File: src/hw/port_pkg.sv
// port_pkg: shared constants and carrier types for the seven-port io data path
// assumes a host register decoder outside that presents port index and strobes
package port_pkg;
	localparam int num_ports = 7;
	localparam int port_w = 8;
	localparam int port_d_w = 4;
	// port indices
	localparam logic [2:0] port_a = 3'h0;
	localparam logic [2:0] port_b = 3'h1;
	localparam logic [2:0] port_c = 3'h2;
	localparam logic [2:0] port_d = 3'h3;
	localparam logic [2:0] port_e = 3'h4;
	localparam logic [2:0] port_f = 3'h5;
	localparam logic [2:0] port_g = 3'h6;
	// register selects within a port's register block
	localparam logic [2:0] reg_pin_input_level = 3'h0;
	localparam logic [2:0] reg_output_latch = 3'h1;
	localparam logic [2:0] reg_direction = 3'h2;
	localparam logic [2:0] reg_drive_select = 3'h3;
	localparam logic [2:0] reg_control = 3'h4;
	// reset values: every configuration and latch register powers up at zero
	localparam logic [7:0] reg_reset = 8'h00;
	localparam logic [3:0] port_d_mask = 4'hf;
	// port d pin roles
	localparam int port_d_pin_zero = 0;
	localparam int port_d_pin_one = 1;
	localparam int port_d_pin_two = 2;
	localparam int port_d_pin_three = 3;
	// port e pin roles
	localparam int port_e_pin_seven = 7;

	typedef struct packed {
		logic rd;
		logic wr;
		logic [2:0] port;
		logic [2:0] sel;
		logic [7:0] wdata;
	} reg_req_t;

	typedef struct packed {
		logic [7:0] out;
		logic [7:0] oe;
		logic [7:0] open_drain;
		logic [7:0] fast_slew;
	} pin_drive_t;
endpackage

File: src/hw/pin_driver.sv
// pin_driver: per-pin output selection for one port
// assumes the data, enable and drive mode inputs are already resolved by the port
`timescale 1ns/1ns
`default_nettype none
module pin_driver #(
	parameter int width = 8
) (
	input wire logic clk_sys,
	input wire logic rst,
	input wire logic [width-1:0] data,
	input wire logic [width-1:0] enable,
	input wire logic [width-1:0] open_drain,
	output logic [width-1:0] pin_out,
	output logic [width-1:0] pin_oe
);
	// ==========================================================
	// registered drivers
	// open drain pins only ever pull low; a one releases the pin to the pull-up
	genvar i;
	generate
		for (i = 0; i < width; i++) begin : g_pin
			always_ff @(posedge clk_sys) begin
				if (rst) begin
					pin_out[i] <= 1'b0;
					pin_oe[i] <= 1'b0;
				end else begin
					pin_out[i] <= open_drain[i] ? 1'b0 : data[i];
					pin_oe[i] <= enable[i] & ~(open_drain[i] & data[i]);
				end
			end
		end
	endgenerate
endmodule
`default_nettype wire

File: src/hw/addr_latch.sv
// addr_latch: captures host address on the address strobe
// assumes the strobe is synchronous to clk_sys and high while the address is valid
`timescale 1ns/1ns
`default_nettype none
module addr_latch #(
	parameter int width = 16
) (
	input wire logic clk_sys,
	input wire logic rst,
	input wire logic strobe,
	input wire logic [width-1:0] addr_in,
	output logic [width-1:0] addr_q
);
	import port_pkg::*;
	// ==========================================================
	// loads the address on each clock edge while the strobe is high, holds after it falls
	always_ff @(posedge clk_sys) begin
		if (rst) begin
			addr_q <= '0;
		end else if (strobe) begin
			addr_q <= addr_in;
		end
	end
endmodule
`default_nettype wire

File: src/hw/io_port_path.sv
// io_port_path: data path, registers and function selection for ports a to g
// assumes host register accesses arrive as one-cycle strobes synchronous to clk_sys;
// logic array terms and static configuration straps come from neighbouring blocks
`timescale 1ns/1ns
`default_nettype none
//
// Contract
// - input level register reads the live pin level in host io input mode.
// - output latch drives pin when direction bit or array enable is one; where array enable is one, the array output drives the pin instead.
// - reading the output latch returns the written value, not the pin.
// - ports a and b: array outputs, array inputs, strobe-latched high address; here the array inputs come from port d pins only.
// - port c has fast slew bits; ports a and b have open drain.
// - port d has four pins; only low four register bits are meaningful.
// - port d pin zero is address strobe, pin one the logic clock input.
// - chip select high disables flash, sram and io register space.
// - port d pin three is high byte write enable or byte enable.
// - port e pins given to the test port leave all other functions.
// - battery indicator pin asserts while supply is below battery.
// - port e can output the latched low address byte.
// - port f: io, array input, address in/out, slew, reset pattern; here port f has no array input and no address in, only address out.
// - port f carries data bits 7 to 0 as non-multiplexed data port.
// - port g carries data bits 15 to 8, open drain, address out.
// - direction one is output, zero input; everything resets to input.
// - control zero selects host io, one selects address out, on e f g.
// - reset pattern mode drives pattern on f and g during reset, no cycle.
module io_port_path #(
	parameter int num_ports = 7,
	parameter int addr_w = 16
) (
	input wire logic clk_sys,
	input wire logic rst,
	input wire port_pkg::reg_req_t req,
	output logic [7:0] rdata,
	input wire logic [num_ports*8-1:0] pin_in,
	output logic [num_ports*8-1:0] pin_out,
	output logic [num_ports*8-1:0] pin_oe,
	output logic [num_ports*8-1:0] pin_fast_slew,
	input wire logic [15:0] array_out,
	input wire logic [15:0] array_oe,
	input wire logic [addr_w-1:0] host_addr,
	input wire logic [15:0] host_wdata,
	output logic [15:0] host_rdata,
	input wire logic host_read_cycle,
	input wire logic host_bus_cycle,
	input wire logic host_reset_active,
	input wire logic data_port_mode,
	input wire logic reset_pattern_mode,
	input wire logic [15:0] reset_pattern,
	input wire logic [3:0] port_d_special,
	input wire logic port_d_three_is_byte_enable,
	input wire logic [7:0] test_port_pins,
	input wire logic battery_indicator_en,
	input wire logic supply_below_battery,
	output logic [7:0] array_input_level,
	output logic [15:0] high_addr_latched,
	output logic address_strobe,
	output logic logic_clock_input,
	output logic memory_select_off,
	output logic high_byte_write_enable_n,
	output logic data_byte_enable_input
);
	import port_pkg::*;

	initial begin
		if (num_ports != 7 || addr_w < 16) begin
			$error("io_port_path: needs seven ports and at least 16 address bits");
		end
	end

	// ==========================================================
	// register storage
	logic [7:0] out_latch [num_ports];
	logic [7:0] direction [num_ports];
	logic [7:0] drive_sel [num_ports];
	logic [7:0] control [num_ports];
	logic [7:0] reg_mask [num_ports];

	genvar p;
	generate
		for (p = 0; p < num_ports; p++) begin : g_regs
			// port d has four pins; upper bits never store
			assign reg_mask[p] = (p == port_d) ? {4'h0, port_d_mask} : 8'hff;
			always_ff @(posedge clk_sys) begin
				if (rst) begin
					out_latch[p] <= reg_reset;
					direction[p] <= reg_reset;
					drive_sel[p] <= reg_reset;
					control[p] <= reg_reset;
				end else if (req.wr && req.port == 3'(p)) begin
					case (req.sel)
						reg_output_latch: out_latch[p] <= req.wdata & reg_mask[p];
						reg_direction: direction[p] <= req.wdata & reg_mask[p];
						reg_drive_select: drive_sel[p] <= req.wdata & reg_mask[p];
						reg_control: begin
							// only e, f and g carry a control register
							if (p >= port_e) begin
								control[p] <= req.wdata;
							end
						end
						default: ;
					endcase
				end
			end
		end
	endgenerate

	// ==========================================================
	// address capture on the strobe from port d pin zero
	logic strobe_pin;
	logic [15:0] addr_q;
	assign strobe_pin = port_d_special[port_d_pin_zero] & pin_in[port_d*8 + port_d_pin_zero];

	addr_latch #(.width(16)) u_addr (
		.clk_sys(clk_sys),
		.rst(rst),
		.strobe(strobe_pin),
		.addr_in(host_addr[15:0]),
		.addr_q(addr_q)
	);

	// ==========================================================
	// per-port output resolution
	logic [7:0] next_data [num_ports];
	logic [7:0] next_en [num_ports];
	logic [7:0] open_drain [num_ports];
	logic [num_ports*8-1:0] flat_data;
	logic [num_ports*8-1:0] flat_en;
	logic [num_ports*8-1:0] flat_od;
	logic data_drive;
	logic pattern_drive;

	// data port drives only on host reads; pattern only in reset with the bus idle
	assign data_drive = data_port_mode & host_read_cycle & ~host_reset_active;
	assign pattern_drive = reset_pattern_mode & host_reset_active & ~host_bus_cycle;

	always_comb begin
		for (int i = 0; i < num_ports; i++) begin
			next_data[i] = out_latch[i];
			next_en[i] = direction[i];
			open_drain[i] = 8'h00;
		end
		// ports a and b: array outputs override with their own enables
		for (int i = 0; i < 8; i++) begin
			if (array_oe[i]) begin
				next_data[port_a][i] = array_out[i];
			end
			if (array_oe[8+i]) begin
				next_data[port_b][i] = array_out[8+i];
			end
		end
		next_en[port_a] = direction[port_a] | array_oe[7:0];
		next_en[port_b] = direction[port_b] | array_oe[15:8];
		open_drain[port_a] = drive_sel[port_a];
		open_drain[port_b] = drive_sel[port_b];
		open_drain[port_d] = drive_sel[port_d] & {4'h0, port_d_mask};
		open_drain[port_e] = drive_sel[port_e];
		open_drain[port_g] = drive_sel[port_g];
		// port d special inputs never drive
		next_en[port_d] = direction[port_d] & ~{4'h0, port_d_special} & {4'h0, port_d_mask};
		// address out on e, f, g where control bit is one
		for (int i = 0; i < 8; i++) begin
			if (control[port_e][i]) begin
				next_data[port_e][i] = addr_q[i];
				next_en[port_e][i] = 1'b1;
			end
			if (control[port_f][i]) begin
				next_data[port_f][i] = addr_q[i];
				next_en[port_f][i] = 1'b1;
			end
			if (control[port_g][i]) begin
				next_data[port_g][i] = addr_q[8+i];
				next_en[port_g][i] = 1'b1;
			end
		end
		// battery indicator on port e pin seven
		if (battery_indicator_en) begin
			next_data[port_e][port_e_pin_seven] = supply_below_battery;
			next_en[port_e][port_e_pin_seven] = 1'b1;
			open_drain[port_e][port_e_pin_seven] = 1'b0;
		end
		// data port and reset pattern replace general io on f and g
		if (data_port_mode || reset_pattern_mode) begin
			next_data[port_f] = pattern_drive ? reset_pattern[7:0] : host_wdata[7:0];
			next_data[port_g] = pattern_drive ? reset_pattern[15:8] : host_wdata[15:8];
			next_en[port_f] = {8{data_drive | pattern_drive}};
			next_en[port_g] = {8{data_drive | pattern_drive}};
			open_drain[port_g] = 8'h00;
		end
		// test port pins belong to the programming port only
		next_en[port_e] = next_en[port_e] & ~test_port_pins;
	end

	generate
		for (p = 0; p < num_ports; p++) begin : g_flat
			assign flat_data[p*8 +: 8] = next_data[p];
			assign flat_en[p*8 +: 8] = next_en[p];
			assign flat_od[p*8 +: 8] = open_drain[p];
		end
	endgenerate

	pin_driver #(.width(num_ports*8)) u_drv (
		.clk_sys(clk_sys),
		.rst(rst),
		.data(flat_data),
		.enable(flat_en),
		.open_drain(flat_od),
		.pin_out(pin_out),
		.pin_oe(pin_oe)
	);

	// ==========================================================
	// slew selection: only c and f carry a slew bit
	always_ff @(posedge clk_sys) begin
		if (rst) begin
			pin_fast_slew <= '0;
		end else begin
			pin_fast_slew <= '0;
			pin_fast_slew[port_c*8 +: 8] <= drive_sel[port_c];
			pin_fast_slew[port_f*8 +: 8] <= drive_sel[port_f];
		end
	end

	// ==========================================================
	// register read port; test port pins read zero from the input register
	always_ff @(posedge clk_sys) begin
		if (rst) begin
			rdata <= reg_reset;
		end else if (req.rd) begin
			case (req.sel)
				reg_pin_input_level: begin
					rdata <= pin_in[req.port*8 +: 8] & reg_mask[req.port];
					if (req.port == port_e) begin
						rdata <= pin_in[port_e*8 +: 8] & ~test_port_pins;
					end
				end
				reg_output_latch: rdata <= out_latch[req.port];
				reg_direction: rdata <= direction[req.port];
				reg_drive_select: rdata <= drive_sel[req.port];
				reg_control: rdata <= (req.port >= port_e) ? control[req.port] : reg_reset;
				default: rdata <= reg_reset;
			endcase
		end
	end

	// ==========================================================
	// inputs to the logic arrays and the host side
	always_ff @(posedge clk_sys) begin
		if (rst) begin
			array_input_level <= '0;
			high_addr_latched <= '0;
			host_rdata <= '0;
			address_strobe <= 1'b0;
			logic_clock_input <= 1'b0;
			memory_select_off <= 1'b1;
			high_byte_write_enable_n <= 1'b1;
			data_byte_enable_input <= 1'b0;
		end else begin
			// port d pins feed the arrays directly
			array_input_level <= {4'h0, pin_in[port_d*8 +: 4]};
			// high address inputs on a and b, held by the strobe
			if (strobe_pin) begin
				high_addr_latched <= pin_in[port_a*8 +: 16];
			end
			host_rdata <= {pin_in[port_g*8 +: 8], pin_in[port_f*8 +: 8]};
			address_strobe <= strobe_pin;
			logic_clock_input <= port_d_special[port_d_pin_one] &
				pin_in[port_d*8 + port_d_pin_one];
			// a high chip select deselects the memories and io space
			memory_select_off <= port_d_special[port_d_pin_two] &
				pin_in[port_d*8 + port_d_pin_two];
			high_byte_write_enable_n <= ~(port_d_special[port_d_pin_three] &
				~port_d_three_is_byte_enable & ~pin_in[port_d*8 + port_d_pin_three]);
			data_byte_enable_input <= port_d_special[port_d_pin_three] &
				port_d_three_is_byte_enable & pin_in[port_d*8 + port_d_pin_three];
		end
	end
endmodule
`default_nettype wire

File: config.mk
export PLATFORM = sky130hd
export DESIGN_NAME = io_port_path
export DESIGN_NICKNAME = d
export VERILOG_FILES = /design/src/hw/port_pkg.sv /design/src/hw/pin_driver.sv /design/src/hw/addr_latch.sv /design/src/hw/io_port_path.sv
export SDC_FILE = /design/constraint.sdc
export NUM_CORES = 1
export LEC_CHECK = 0
export BUFFER_PORTS_ARGS = -buffer_cell sky130_fd_sc_hd__clkbuf_2
export CAP_MARGIN = 30
export CORE_ASPECT_RATIO = 0.7
export CORE_MARGIN = 2
export CORE_UTILIZATION = 35
export DETAILED_ROUTE_END_ITERATION = 6
export PLACE_DENSITY = 0.66
export RECOVER_POWER = 25
export SLEW_MARGIN = 10
export SYNTH_ARGS = -nofsm -noshare
export SYNTH_HDL_FRONTEND = slang
export SYNTH_HIERARCHICAL = 1
export SYNTH_SLANG_ARGS = --single-unit
export TNS_END_PERCENT = 5
File: constraint.sdc
create_clock -name clk_sys -period 3.5 [get_ports clk_sys]
set_input_delay 0.175 -clock clk_sys [delete_from_list [all_inputs] [get_ports clk_sys]]
set_output_delay 0.175 -clock clk_sys [all_outputs]
set_load 0.02 [all_outputs]
Yosys cells after proc, flatten, opt, wreduce, memory -nomap -nowiden
Memories as Yosys holds them, arrays and structs flattened. A register that Yosys moved wholly into a read port is not among the register bits.
Cells that the tools add are included.

cells by class
  magnitude comparators = 2
  divide/modulo/power cells = 0
  reductions and logical operators = 46
  $mul = 0
  bitwise gates (word level) = 158
  add/subtract/negate cells = 0
  multiplexer cells = 179
  shift operators = 1
  equality and inequality tests = 10

operators with widths
  cell                number
  $mux 8              31
  $mux 1              145
  $and 1x1->1         83
  $reduce_or 2->1     36
  $shiftx 56x7->8     1
  $not 1->1           41
  $pmux 8 s5          1
  $mux 16             2
  $or 1x1->1          25
  $and 8x8->8         3
  $or 8x8->8          2
  $eq 3x2->1 const B  4
  $eq 3x3->1 const B  4
  $not 8->8           1
  $logic_and 1x1->1   7
  $eq 3x1->1 const B  2
  $logic_not 3->1     2
  $and 4x4->4         1
  $ge 4x4->1 const B  1
  $not 3->4           1
  $not 4->4           1
  $ge 3x3->1 const B  1
  $logic_or 1x1->1    1

word-level totals
  bits in read-only memories = 64
  memory bits (writable) = 224
  input bits = 174
  bits in latches = 0
  output and inout bits = 221
  register bits = 201
  memories = 5

memories
  memory            words  width  read ports  clocked after Yosys merged registers in  write ports  RTL line             text
  (name not given)  8      8      1           0                                        0            io_port_path.sv:231  rdata <= pin_in[req.port*8 +: 8] & reg_mask[req.port];
  control           7      8      4           0                                        7            io_port_path.sv:75   logic [7:0] control [num_ports];
  direction         7      8      8           1                                        7            io_port_path.sv:73   logic [7:0] direction [num_ports];
  drive_sel         7      8      8           2                                        7            io_port_path.sv:74   logic [7:0] drive_sel [num_ports];
  out_latch         7      8      8           1                                        7            io_port_path.sv:72   logic [7:0] out_latch [num_ports];

Depth between registers and ports, before layout
Gate-level depths: netlist (run 1).

  depth in word-level cells = 7
  gate-level depth with buffers = 8
  depth with buffers taken out = 6

Cells and area by module
Netlist (run 1), hierarchy kept.

modules (own cells, without submodules)
  module        cells each  seq. area each (um^2)  instances  area an instance (um^2)
  io_port_path  1162        6706.4                 1          12672.2
  pin_driver    292         2242.2                 1          3787.4
  addr_latch    52          320.3                  1          580.6

Worst setup path before layout (run 1)
OpenSTA, ideal clock, no wires.

  path kind = input to register
  start point = input req[13] (netlist bit)
  end point = memory out_latch[2][0] (enable)
  setup time = 0.375 ns
  stages on the path = 5
  required time = 3.125 ns
  path slack = 1.773 ns
  arrival = 1.353 ns
  buffers on the path = 2
  cell sequence = buf_2 -> nor2_1 -> buf_2 -> nand2_1 -> o21bai_1

RTL lines
  element          RTL line            text
  start, declared  io_port_path.sv:32  input wire port_pkg::reg_req_t req,
  end, declared    io_port_path.sv:72

Worst setup path in the final report (run 1)
  start point = input rst
  end point = register high_byte_write_enable_n

RTL lines
  element               RTL line             text
  start, declared       io_port_path.sv:31   input wire logic rst,
  end signal, assigned  io_port_path.sv:271  high_byte_write_enable_n <= ~(port_d_special[port_d_pin_three] &
  end, declared         io_port_path.sv:59   output logic high_byte_write_enable_n,

No word-level cell between the ends.

==> results of run 1 <==
[area by class of cell]
type / instances / area (um^2)
antenna: 2 / 5.00
clock buffer: 62 / 1240
clock inverter: 12 / 81.3
fill: 4606 / 26600
inverter: 62 / 233
multi-input combinational: 1036 / 6910
sequential: 373 / 9270
tap: 655 / 820
timing repair buffer: 464 / 2760
[cells by family (layout without fill, tap and decap cells)]
kind of cell	count (synthesis)	count (layout)	synth area share (%)
simple gates	549	549	19.0
flops	373	373	54.4
compound gates	264	264	12.1
buf+inv	192	600	6.21
mux	127	127	8.27
other cells	1	98	0.0220
[worst max path at each step]
stage / end / start / slack [ps] / cells after the start
after floorplan: out_latch[2][0]$_SDFFCE_PN0P_ / req[13] / 1770 / 5
after global placement: rdata[0]$_SDFFE_PP0P_ / req[11] / 980 / 7
after detailed placement: rdata[7]$_SDFFE_PP0P_ / req[11] / 960 / 8
after CTS: rdata[7]$_SDFFE_PP0P_ / req[11] / 1560 / 8
after global routing: high_byte_write_enable_n$_SDFF_PP1_ / rst / 790 / 4
final: high_byte_write_enable_n$_SDFF_PP1_ / rst / 900 / 4
[where the power goes]
part	internal, mW	leakage, nW	switching (mW)
clock network	2.45	0.643	1.80
logic	0.487	4.53	0.807
registers	4.81	3.30	0.163
total	7.75	8.48	2.77
[stage by stage]
step           instance area [um^2]  std cells  util, %  hold slack (ps)  total power, mW
5_1_grt                       21300       2664     44.4             44.2             10.9
3_5_place_dp                  19300       2489     40.2              394             6.28
6_report                      21300       2666     44.5             33.2             10.5
2_1_floorplan                 17400       1601        -              285             5.79
3_3_place_gp                  19300       2489     40.2              409             6.27
4_1_cts                       21600       2663     45.0             16.8             10.6
[routing by layer]
layer	part of all wire, %	GRT usage (%)
met1	44	30.8
met5	0.043	0
met4	2.6	6.62
met2	46	35.3
met3	7.4	4.85
[sequential cells by signal (all words and copies together) (netlist names), 4 cells and up]
name               flops
u_drv/pin_oe          56
u_drv/pin_out         56
direction             52
drive_sel             52
out_latch             52
control               24
high_addr_latched     16
host_rdata            16
pin_fast_slew         16
u_addr/addr_q         16
rdata                  8
array_input_level      4
[Yosys cell counts (11+ instances only)]
master,number
dfxtp_1,193
and2_1,190
edfxtp_1,180
nand2_1,114
mux2_2,70
nor2b_1,64
inv_1,60
nor2_1,60
a211oi_2,55
mux2i_1,53
buf_4,52
o21ai_0,48
clkbuf_1,44
nor3b_1,36
a211oi_1,32
a21oi_1,30
nor3b_2,27
a31oi_1,26
o21bai_1,24
or2_2,19
buf_2,16
nand2b_1,14
buf_6,12
o22ai_1,12
a221oi_1,11
o211ai_1,11
[repair_timing]
action,4_1_cts,5_1_grt
hold endpoints to repair,85,0
hold buffers,100,0
buffers inserted,0,0
[tightest hold or removal path, delay by kind of cell]
kind | cells | cell delay (ps)
and+or+nand+nor | 2 | 210
AOI/OAI and AO/OA | 1 | 90
buffers and inverters | 1 | 80
==> results_dict.tcl, run 1 <==
set metrics [dict create \
    synth_edf_count 180 \
    netlist.top_cell.by_area "edfxtp_1" \
    hpwl_um 42900 \
    min_path_type "primary input to flip-flop" \
    post_drt_wl_per_cell_um 21.7 \
    drcViolationCount 0 \
    worst_slew_pin_slew_ps 1760 \
    hold_viol_final 0 \
    cts_tree "done" \
    ys_ff_latch 373 \
    post_cts_resized 0 \
    vias_per_cell 4.89 \
    status "finished with violations" \
    initial_utilization_pct 35.5 \
    post-route-period-util_pct 74.3 \
    drt_iter0_drc 1133 \
    cpPeakStageDelay_ps 860 \
    worst-r2r-cell-count 5 \
    preCtsSetupSlack_ps 960 \
    r2r-start "out_latch[1][5]$_SDFFCE_PN0P_" \
    crit_path_top_delay_cell "clkbuf_2" \
    final_common_cell "clkbuf_2" \
    cts_made_buffers 40 \
    totalNegativeSetupSlack_ps 0 \
    grt_pass1_wl_um 83000 \
    ant_nets 0 \
    maxSlewViolCount 76 \
    num-nets-final 2151 \
    required_ps 3950 \
    syn_area_mm2 0.0170 \
    drv_cap 1 \
    syn_inst 1506 \
    ctsRootBufferMaster "clkbuf_16" \
    htreeDepth 2 \
    power_density_mw_per_mm2 493 \
    synth_top_area_share_pct 31.7 \
    ioPinCount 395 \
    arrival_ps 3050 \
    layout_setup_ws_ps 900 \
    clock_skew_ps 30.8 \
    port_buffers 346 \
    irDropWorstVdd_v 0.000315 \
    final_cell_mix "clkbuf_2, dfxtp_1, and2_1" \
    die-area_mm2 0.0505 \
    slew_headroom_pct -17.6 \
    rr_endpoint "rdata[5]$_SDFFE_PP0P_" \
    r2r_slack_ps 1520 \
    holdPathEnd "u_drv/pin_out[44]$_SDFF_PP0_" \
    leakagePower_nw 8.48 \
    synth_area_leaders "edfxtp_1, dfxtp_1, and2_1, mux2_2, a211oi_2" \
    syn_area_per_cell_um2 11.3 \
    ys_warn_count 6 \
    clkLatencyLatePin_ps 570 \
    vias 13000 \
    crit_family "buffers and inverters" \
    synth_async_sr_flop_share_pct 0 \
    critPathBufInv 3 \
    violations "capacitance limit, slew limit" \
    min_from "reset_pattern[4]" \
    syn_to_final_growth_pct 25.1 \
    first_global_vias 13100 \
    wl_um 57900 \
    gp_congestion 0.922 \
    rsz0062_at_grt "false" \
    drive_above_1_share_pct 24.4 \
    ys_types 45 \
    synth_flop_cell "dfxtp_1" \
    die_h_um 189 \
    antenna_found_initial 2 \
    firstDrtPassIters 5 \
    clkTransAtPathRegs_ps 60 \
    cts_buffer_depth 3 \
    grt_max_degree 76 \
    die_w_um 268 \
    coreArea_mm2 0.0480 \
    critPathKind "primary input to flip-flop" \
    cts_sinks 373 \
    grt_usage_pct 22.4 \
    path_cells "clkbuf_2 -> buf_4 -> or4b_2 -> dlygate4sd3_1" \
    setup_viol 0 \
    gr-total-overflow 0 \
    period_needed_ps 2600 \
    ys_seq_area_share_pct 54.4 \
    hold_path_depth 4 \
    cp-start-kind "primary input" \
    rows 67 \
    cp-end-kind "flip-flop" \
    crit_fanout 75 \
    max_freq_mhz 385 \
]
Note: power is estimated with default switching activity, not from simulation.
==> run 2: changes to the inputs <==
--- a/config.mk
+++ b/config.mk
@@ -11,7 +11,7 @@
 export CORE_MARGIN = 2
 export CORE_UTILIZATION = 35
 export DETAILED_ROUTE_END_ITERATION = 6
-export PLACE_DENSITY = 0.66
+export PLACE_DENSITY = 0.68
 export RECOVER_POWER = 25
 export SLEW_MARGIN = 10
 export SYNTH_ARGS = -nofsm -noshare
==> constraint.sdc (replaced) <==
create_clock -name clk_sys -period 2.2 [get_ports clk_sys]
set_input_delay 0.11 -clock clk_sys [delete_from_list [all_inputs] [get_ports clk_sys]]
set_output_delay 0.11 -clock clk_sys [all_outputs]
set_load 0.02 [all_outputs]
==> results_dict.tcl, run 2 (synthesis results as in run 1) <==
set metrics [dict create \
    vias_per_cell 4.93 \
    worst_slew_pin_slew_ps 920 \
    layout_setup_ws_ps 46.2 \
    hpwl_um 43800 \
    crit_path_top_delay_cell "dlygate4sd3_1" \
    r2r_slack_ps 50 \
    final-seq-area_mm2 0.00927 \
    gp_congestion 1.01 \
    die-area_mm2 0.0505 \
    multi_input_comb_area_mm2 0.00706 \
    fill_cells 4541 \
    die_w_um 268 \
    crit_family "buffers and inverters" \
    clkTransAtPathRegs_ps 60 \
    first_global_vias 13300 \
    wl_met1_um 25400 \
    cts_buffer_depth 3 \
    post_drt_wl_per_cell_um 21.7 \
    drcViolationCount 0 \
    ant_nets 0 \
    highest_layer "met5" \
    drt_iter0_drc 1173 \
    rows 67 \
    critPathBufInv 2 \
    grt_pass1_wl_um 85500 \
    ctsRootBufferMaster "clkbuf_16" \
    arrival_ps 2650 \
    crit_start "out_latch[1][7]$_SDFFCE_PN0P_" \
    drive_above_1_share_pct 25.1 \
    min_from "host_wdata[2]" \
    htreeDepth 2 \
    hold_viol_final 0 \
    cts_tree "done" \
    die_h_um 189 \
    max_freq_mhz 464 \
    clock_skew_ps 26.7 \
    ioPinCount 395 \
    period_needed_ps 2150 \
    cpPeakStageDelay_ps 580 \
    maxSlewViolCount 0 \
    setup_viol 0 \
    irDropWorstVdd_v 0.000596 \
    rsz0062_at_grt "false" \
    place_inst 2537 \
    totalNegativeSetupSlack_ps 0 \
    grt_max_degree 63 \
    critPathKind "flip-flop to flip-flop" \
    cts_made_buffers 40 \
    post-route-period-util_pct 97.9 \
    cp-start-kind "flip-flop" \
    final_cell_mix "clkbuf_2, dfxtp_1, and2_1" \
    largest_registers "u_drv/pin_oe: 56 flops, u_drv/pin_out: 56 flops" \
    wl_um 59500 \
    crit_fanout 2 \
    num-nets-final 2226 \
    syn_to_final_growth_pct 30.0 \
    preCtsSetupSlack_ps 76.7 \
    slew_headroom_pct 38.6 \
    clkLatencyLatePin_ps 560 \
    cts_setup_buffers 0 \
    coreArea_mm2 0.0480 \
    vias 13500 \
    crit_top_cell "dlygate4sd3_1" \
    antenna_found_initial 5 \
    r2r-start "out_latch[1][7]$_SDFFCE_PN0P_" \
    final_core_util_pct 46.2 \
    drv_cap 0 \
    final_common_cell "clkbuf_2" \
    port_buffers 346 \
    grt_usage_pct 22.9 \
    status "completed" \
    fin_area_mm2 0.0222 \
    cp-end-kind "flip-flop" \
    initial_utilization_pct 35.5 \
    required_ps 2690 \
    postPlaceCellArea_mm2 0.0197 \
    min_path_type "primary input to flip-flop" \
    gr-total-overflow 0 \
    power_density_mw_per_mm2 780 \
    cts_sinks 373 \
    met3_wirelength_um 5760 \
    wl_met2_um 27200 \
    finalNonFillerCells 2746 \
    leakagePower_nw 8.76 \
    firstDrtPassIters 5 \
    path_cells "mux2_2 -> dlygate4sd3_1 -> a211oi_2 -> dlygate4sd3_1" \
]
## run 2: cell types whose count changed in the layout (fill, tap and decap cells not counted), moves of 24 or more
cell,change
dlygate4sd3_1,+28
a211oi_1,-24
buf_4,+39
clkbuf_1,+47
a211oi_2,+24
clkbuf_2,-42
## run 2: worst paths after layout
kind	to	cells past startpoint
max reg2reg	u_drv/pin_oe[15]$_SDFF_PP0_	4
max	u_drv/pin_oe[15]$_SDFF_PP0_	4
min	u_drv/pin_out[42]$_SDFF_PP0_	4
min reg2reg	high_addr_latched[12]$_SDFFE_PP0P_	2
## run 2: cell type report
| type | instances | area share [%] |
|---|---|---|
| timing repair buffer | 539 | 15.2 |
| clock buffer | 62 | 5.55 |
| clock inverter | 12 | 0.706 |
| multi-input combinational | 1036 | 31.9 |
| sequential | 373 | 41.8 |
| antenna | 7 | 0.0791 |
| tap | 655 | 3.70 |
| inverter | 62 | 1.05 |
## run 2: metal layers
| layer | up-vias | track usage, % |
|---|---|---|
| met2 | 609 | 36.2 |
| met3 | 78 | 5.36 |
| met4 | 2 | 5.26 |
| met1 | 6590 | 31.8 |
| li1 | 6255 | - |
| met5 | - | 0 |
## run 2: per-stage QoR
step / hold slack [ps] / power, mW
final: 10.5 / 17.3
after CTS: 1.50 / 17.4
after global routing: 17.7 / 17.8
after floorplan: 220 / 9.22
after detailed placement: 323 / 10.1
after global placement: 329 / 10.0
## run 2: power breakdown
part | total, mW | switching [mW] | internal, mW | leakage, nW
Clock | 7.16 | 2.93 | 4.22 | 0.667
Sequential | 7.91 | 0.267 | 7.65 | 3.30
Combinational | 2.20 | 1.34 | 0.868 | 4.79
Total | 17.3 | 4.54 | 12.7 | 8.76
## run 2: worst min-delay path, cell delays in order
cell      delay [ps]
clkbuf_2          80
nand2_1           40
a31oi_1          120
nor3b_2          170
## run 2: repair_timing
item / CTS / global route
gates resized for setup: 0 / 0
setup endpoints to repair: 0 / 1
endpoints found under the hold margin: 109 / 0
hold buffers: 129 / 0
==> run 3: changes to the inputs <==
--- a/config.mk
+++ b/config.mk
@@ -5,7 +5,7 @@
 export SDC_FILE = /design/constraint.sdc
 export NUM_CORES = 1
 export LEC_CHECK = 0
-export BUFFER_PORTS_ARGS = -buffer_cell sky130_fd_sc_hd__clkbuf_2
+export BUFFER_PORTS_ARGS = -buffer_cell sky130_fd_sc_hd__buf_2
 export CAP_MARGIN = 30
 export CORE_ASPECT_RATIO = 0.7
 export CORE_MARGIN = 2
==> results_dict.tcl, run 3 (synthesis results as in run 1) <==
set metrics [dict create \
    setup_viol 0 \
    post_drt_wl_per_cell_um 21.7 \
    vias 13500 \
    fin_area_mm2 0.0218 \
    cts_made_buffers 39 \
    rows 67 \
    slew_headroom_pct 29.2 \
    irDropWorstVdd_v 0.000532 \
    status "completed" \
    gr-total-overflow 0 \
    finalNonFillerCells 2728 \
    critPathKind "flip-flop to flip-flop" \
    final_common_cell "buf_2" \
    leakagePower_nw 8.97 \
    ctsRootBufferMaster "clkbuf_16" \
    min_path_type "primary input to flip-flop" \
    cp-end-kind "flip-flop" \
    vias_per_cell 4.94 \
    postPlaceCellArea_mm2 0.0197 \
    clock_skew_ps 25.1 \
    required_ps 2690 \
    power_frac_seq_pct 47.6 \
    largest_registers "u_drv/pin_oe: 56 flops, u_drv/pin_out: 56 flops" \
    maxSlewViolCount 0 \
    internal-power_mw 12.2 \
    gp_congestion 0.896 \
    arrival_ps 2650 \
    totalNegativeSetupSlack_ps 0 \
    coreArea_mm2 0.0480 \
    p_sw_mw 4.35 \
    port_buffers 346 \
    crit_fanout 2 \
    final-seq-area_mm2 0.00927 \
    cts_sinks 373 \
    ioPinCount 395 \
    period_needed_ps 2160 \
    fill_cells 4531 \
    total_power_mw 16.6 \
    hpwl_um 43700 \
    hold_ws_ps 6.82 \
    multi_input_comb_area_mm2 0.00692 \
    place_inst 2535 \
    grt_usage_pct 22.8 \
    layout_setup_ws_ps 36.1 \
    worst_slew_pin_slew_ps 1060 \
    hold_viol_final 0 \
    worst-r2r-cell-count 4 \
    grt_max_degree 100 \
    drt_iter0_drc 1143 \
    cp-start-kind "flip-flop" \
    antenna_found_initial 10 \
    ant_nets 0 \
    die_h_um 189 \
    drcViolationCount 0 \
    cts_buffer_depth 3 \
    clkTransAtPathRegs_ps 60 \
    final_core_util_pct 45.6 \
    htreeDepth 2 \
    die_w_um 268 \
    clkLatencyLatePin_ps 550 \
    p_comb_share_pct 13.2 \
    rsz0062_at_grt "false" \
    post-route-period-util_pct 98.4 \
    firstDrtPassIters 5 \
    p_sw_share_pct 26.2 \
    initial_utilization_pct 35.5 \
    cts_tree "done" \
    preCtsSetupSlack_ps 64.6 \
    syn_to_final_growth_pct 28.2 \
    grt_pass1_wl_um 84800 \
    num-nets-final 2212 \
    die-area_mm2 0.0505 \
    final_cell_mix "buf_2, dfxtp_1, edfxtp_1" \
    first_global_vias 13300 \
    power_density_mw_per_mm2 760 \
    wl_um 59100 \
    drive_above_1_share_pct 28.3 \
    p_clk_share_pct 39.2 \
    drv_cap 0 \
    hold_path_depth 4 \
    max_freq_mhz 462 \
]
## run 3: cell count changes in the layout (fill, tap and decap cells not counted), sizes merged
cell / previous run / this run
dlygate4sd3: 128 / 116
bufinv: 3 / 1
diode: 7 / 5
clkinv: 6 / 12
buf: 60 / 370
clkinvlp: 3 / 0
clkbuf: 413 / 98
## run 3: metal layers
layer | vias up | wire [um] | global-route usage (%) | part of all wire (%)
li1 | 6222 | - | - | -
met5 | - | 46 | 0 | 0.078
met4 | 8 | 983 | 4.66 | 1.7
met2 | 594 | 27200 | 36.1 | 46
met1 | 6574 | 25400 | 31.3 | 43
met3 | 80 | 5550 | 5.87 | 9.4
## run 3: final timing paths
path,slack [ps],to,from
setup reg to reg,40,u_drv/pin_oe[14]$_SDFF_PP0_,out_latch[1][6]$_SDFFCE_PN0P_
hold reg to reg,450,high_addr_latched[13]$_SDFFE_PP0P_,high_addr_latched[13]$_SDFFE_PP0P_
hold / removal,7,u_drv/pin_out[45]$_SDFF_PP0_,reset_pattern[5]
setup / recovery,40,u_drv/pin_oe[14]$_SDFF_PP0_,out_latch[1][6]$_SDFFCE_PN0P_
## run 3: repair_timing
item	in CTS	in global routing
resized for setup	0	1
setup buffers	0	1
hold buffers	116	0
setup endpoints to repair	0	2
hold endpoints to repair	91	0
## run 3: critical path, stage by stage, from the launching register on
cell and delay, ps:
edfxtp_1 470, mux2_2 310, dlygate4sd3_1 590, a211oi_2 170
dlygate4sd3_1 570
## run 3: layout make-up
type / count / area share (%)
Antenna cell: 5 / 0.0573
Clock buffer: 58 / 5.24
Clock inverter: 13 / 0.412
Inverter: 62 / 1.07
Multi-Input combinational cell: 1036 / 31.7
Sequential cell: 373 / 42.4
Tap cell: 655 / 3.75
Timing Repair Buffer: 526 / 15.4
## run 3: power groups by stage
stage	Combinational [mW]	Clock (mW)	Sequential, mW
6_report	2.19	6.51	7.90
3_5_place_dp	2.01	0	8.05
4_1_cts	2.20	6.62	7.90
3_3_place_gp	1.99	0	8.05
2_1_floorplan	1.07	0	8.15
5_1_grt	2.34	6.89	7.93
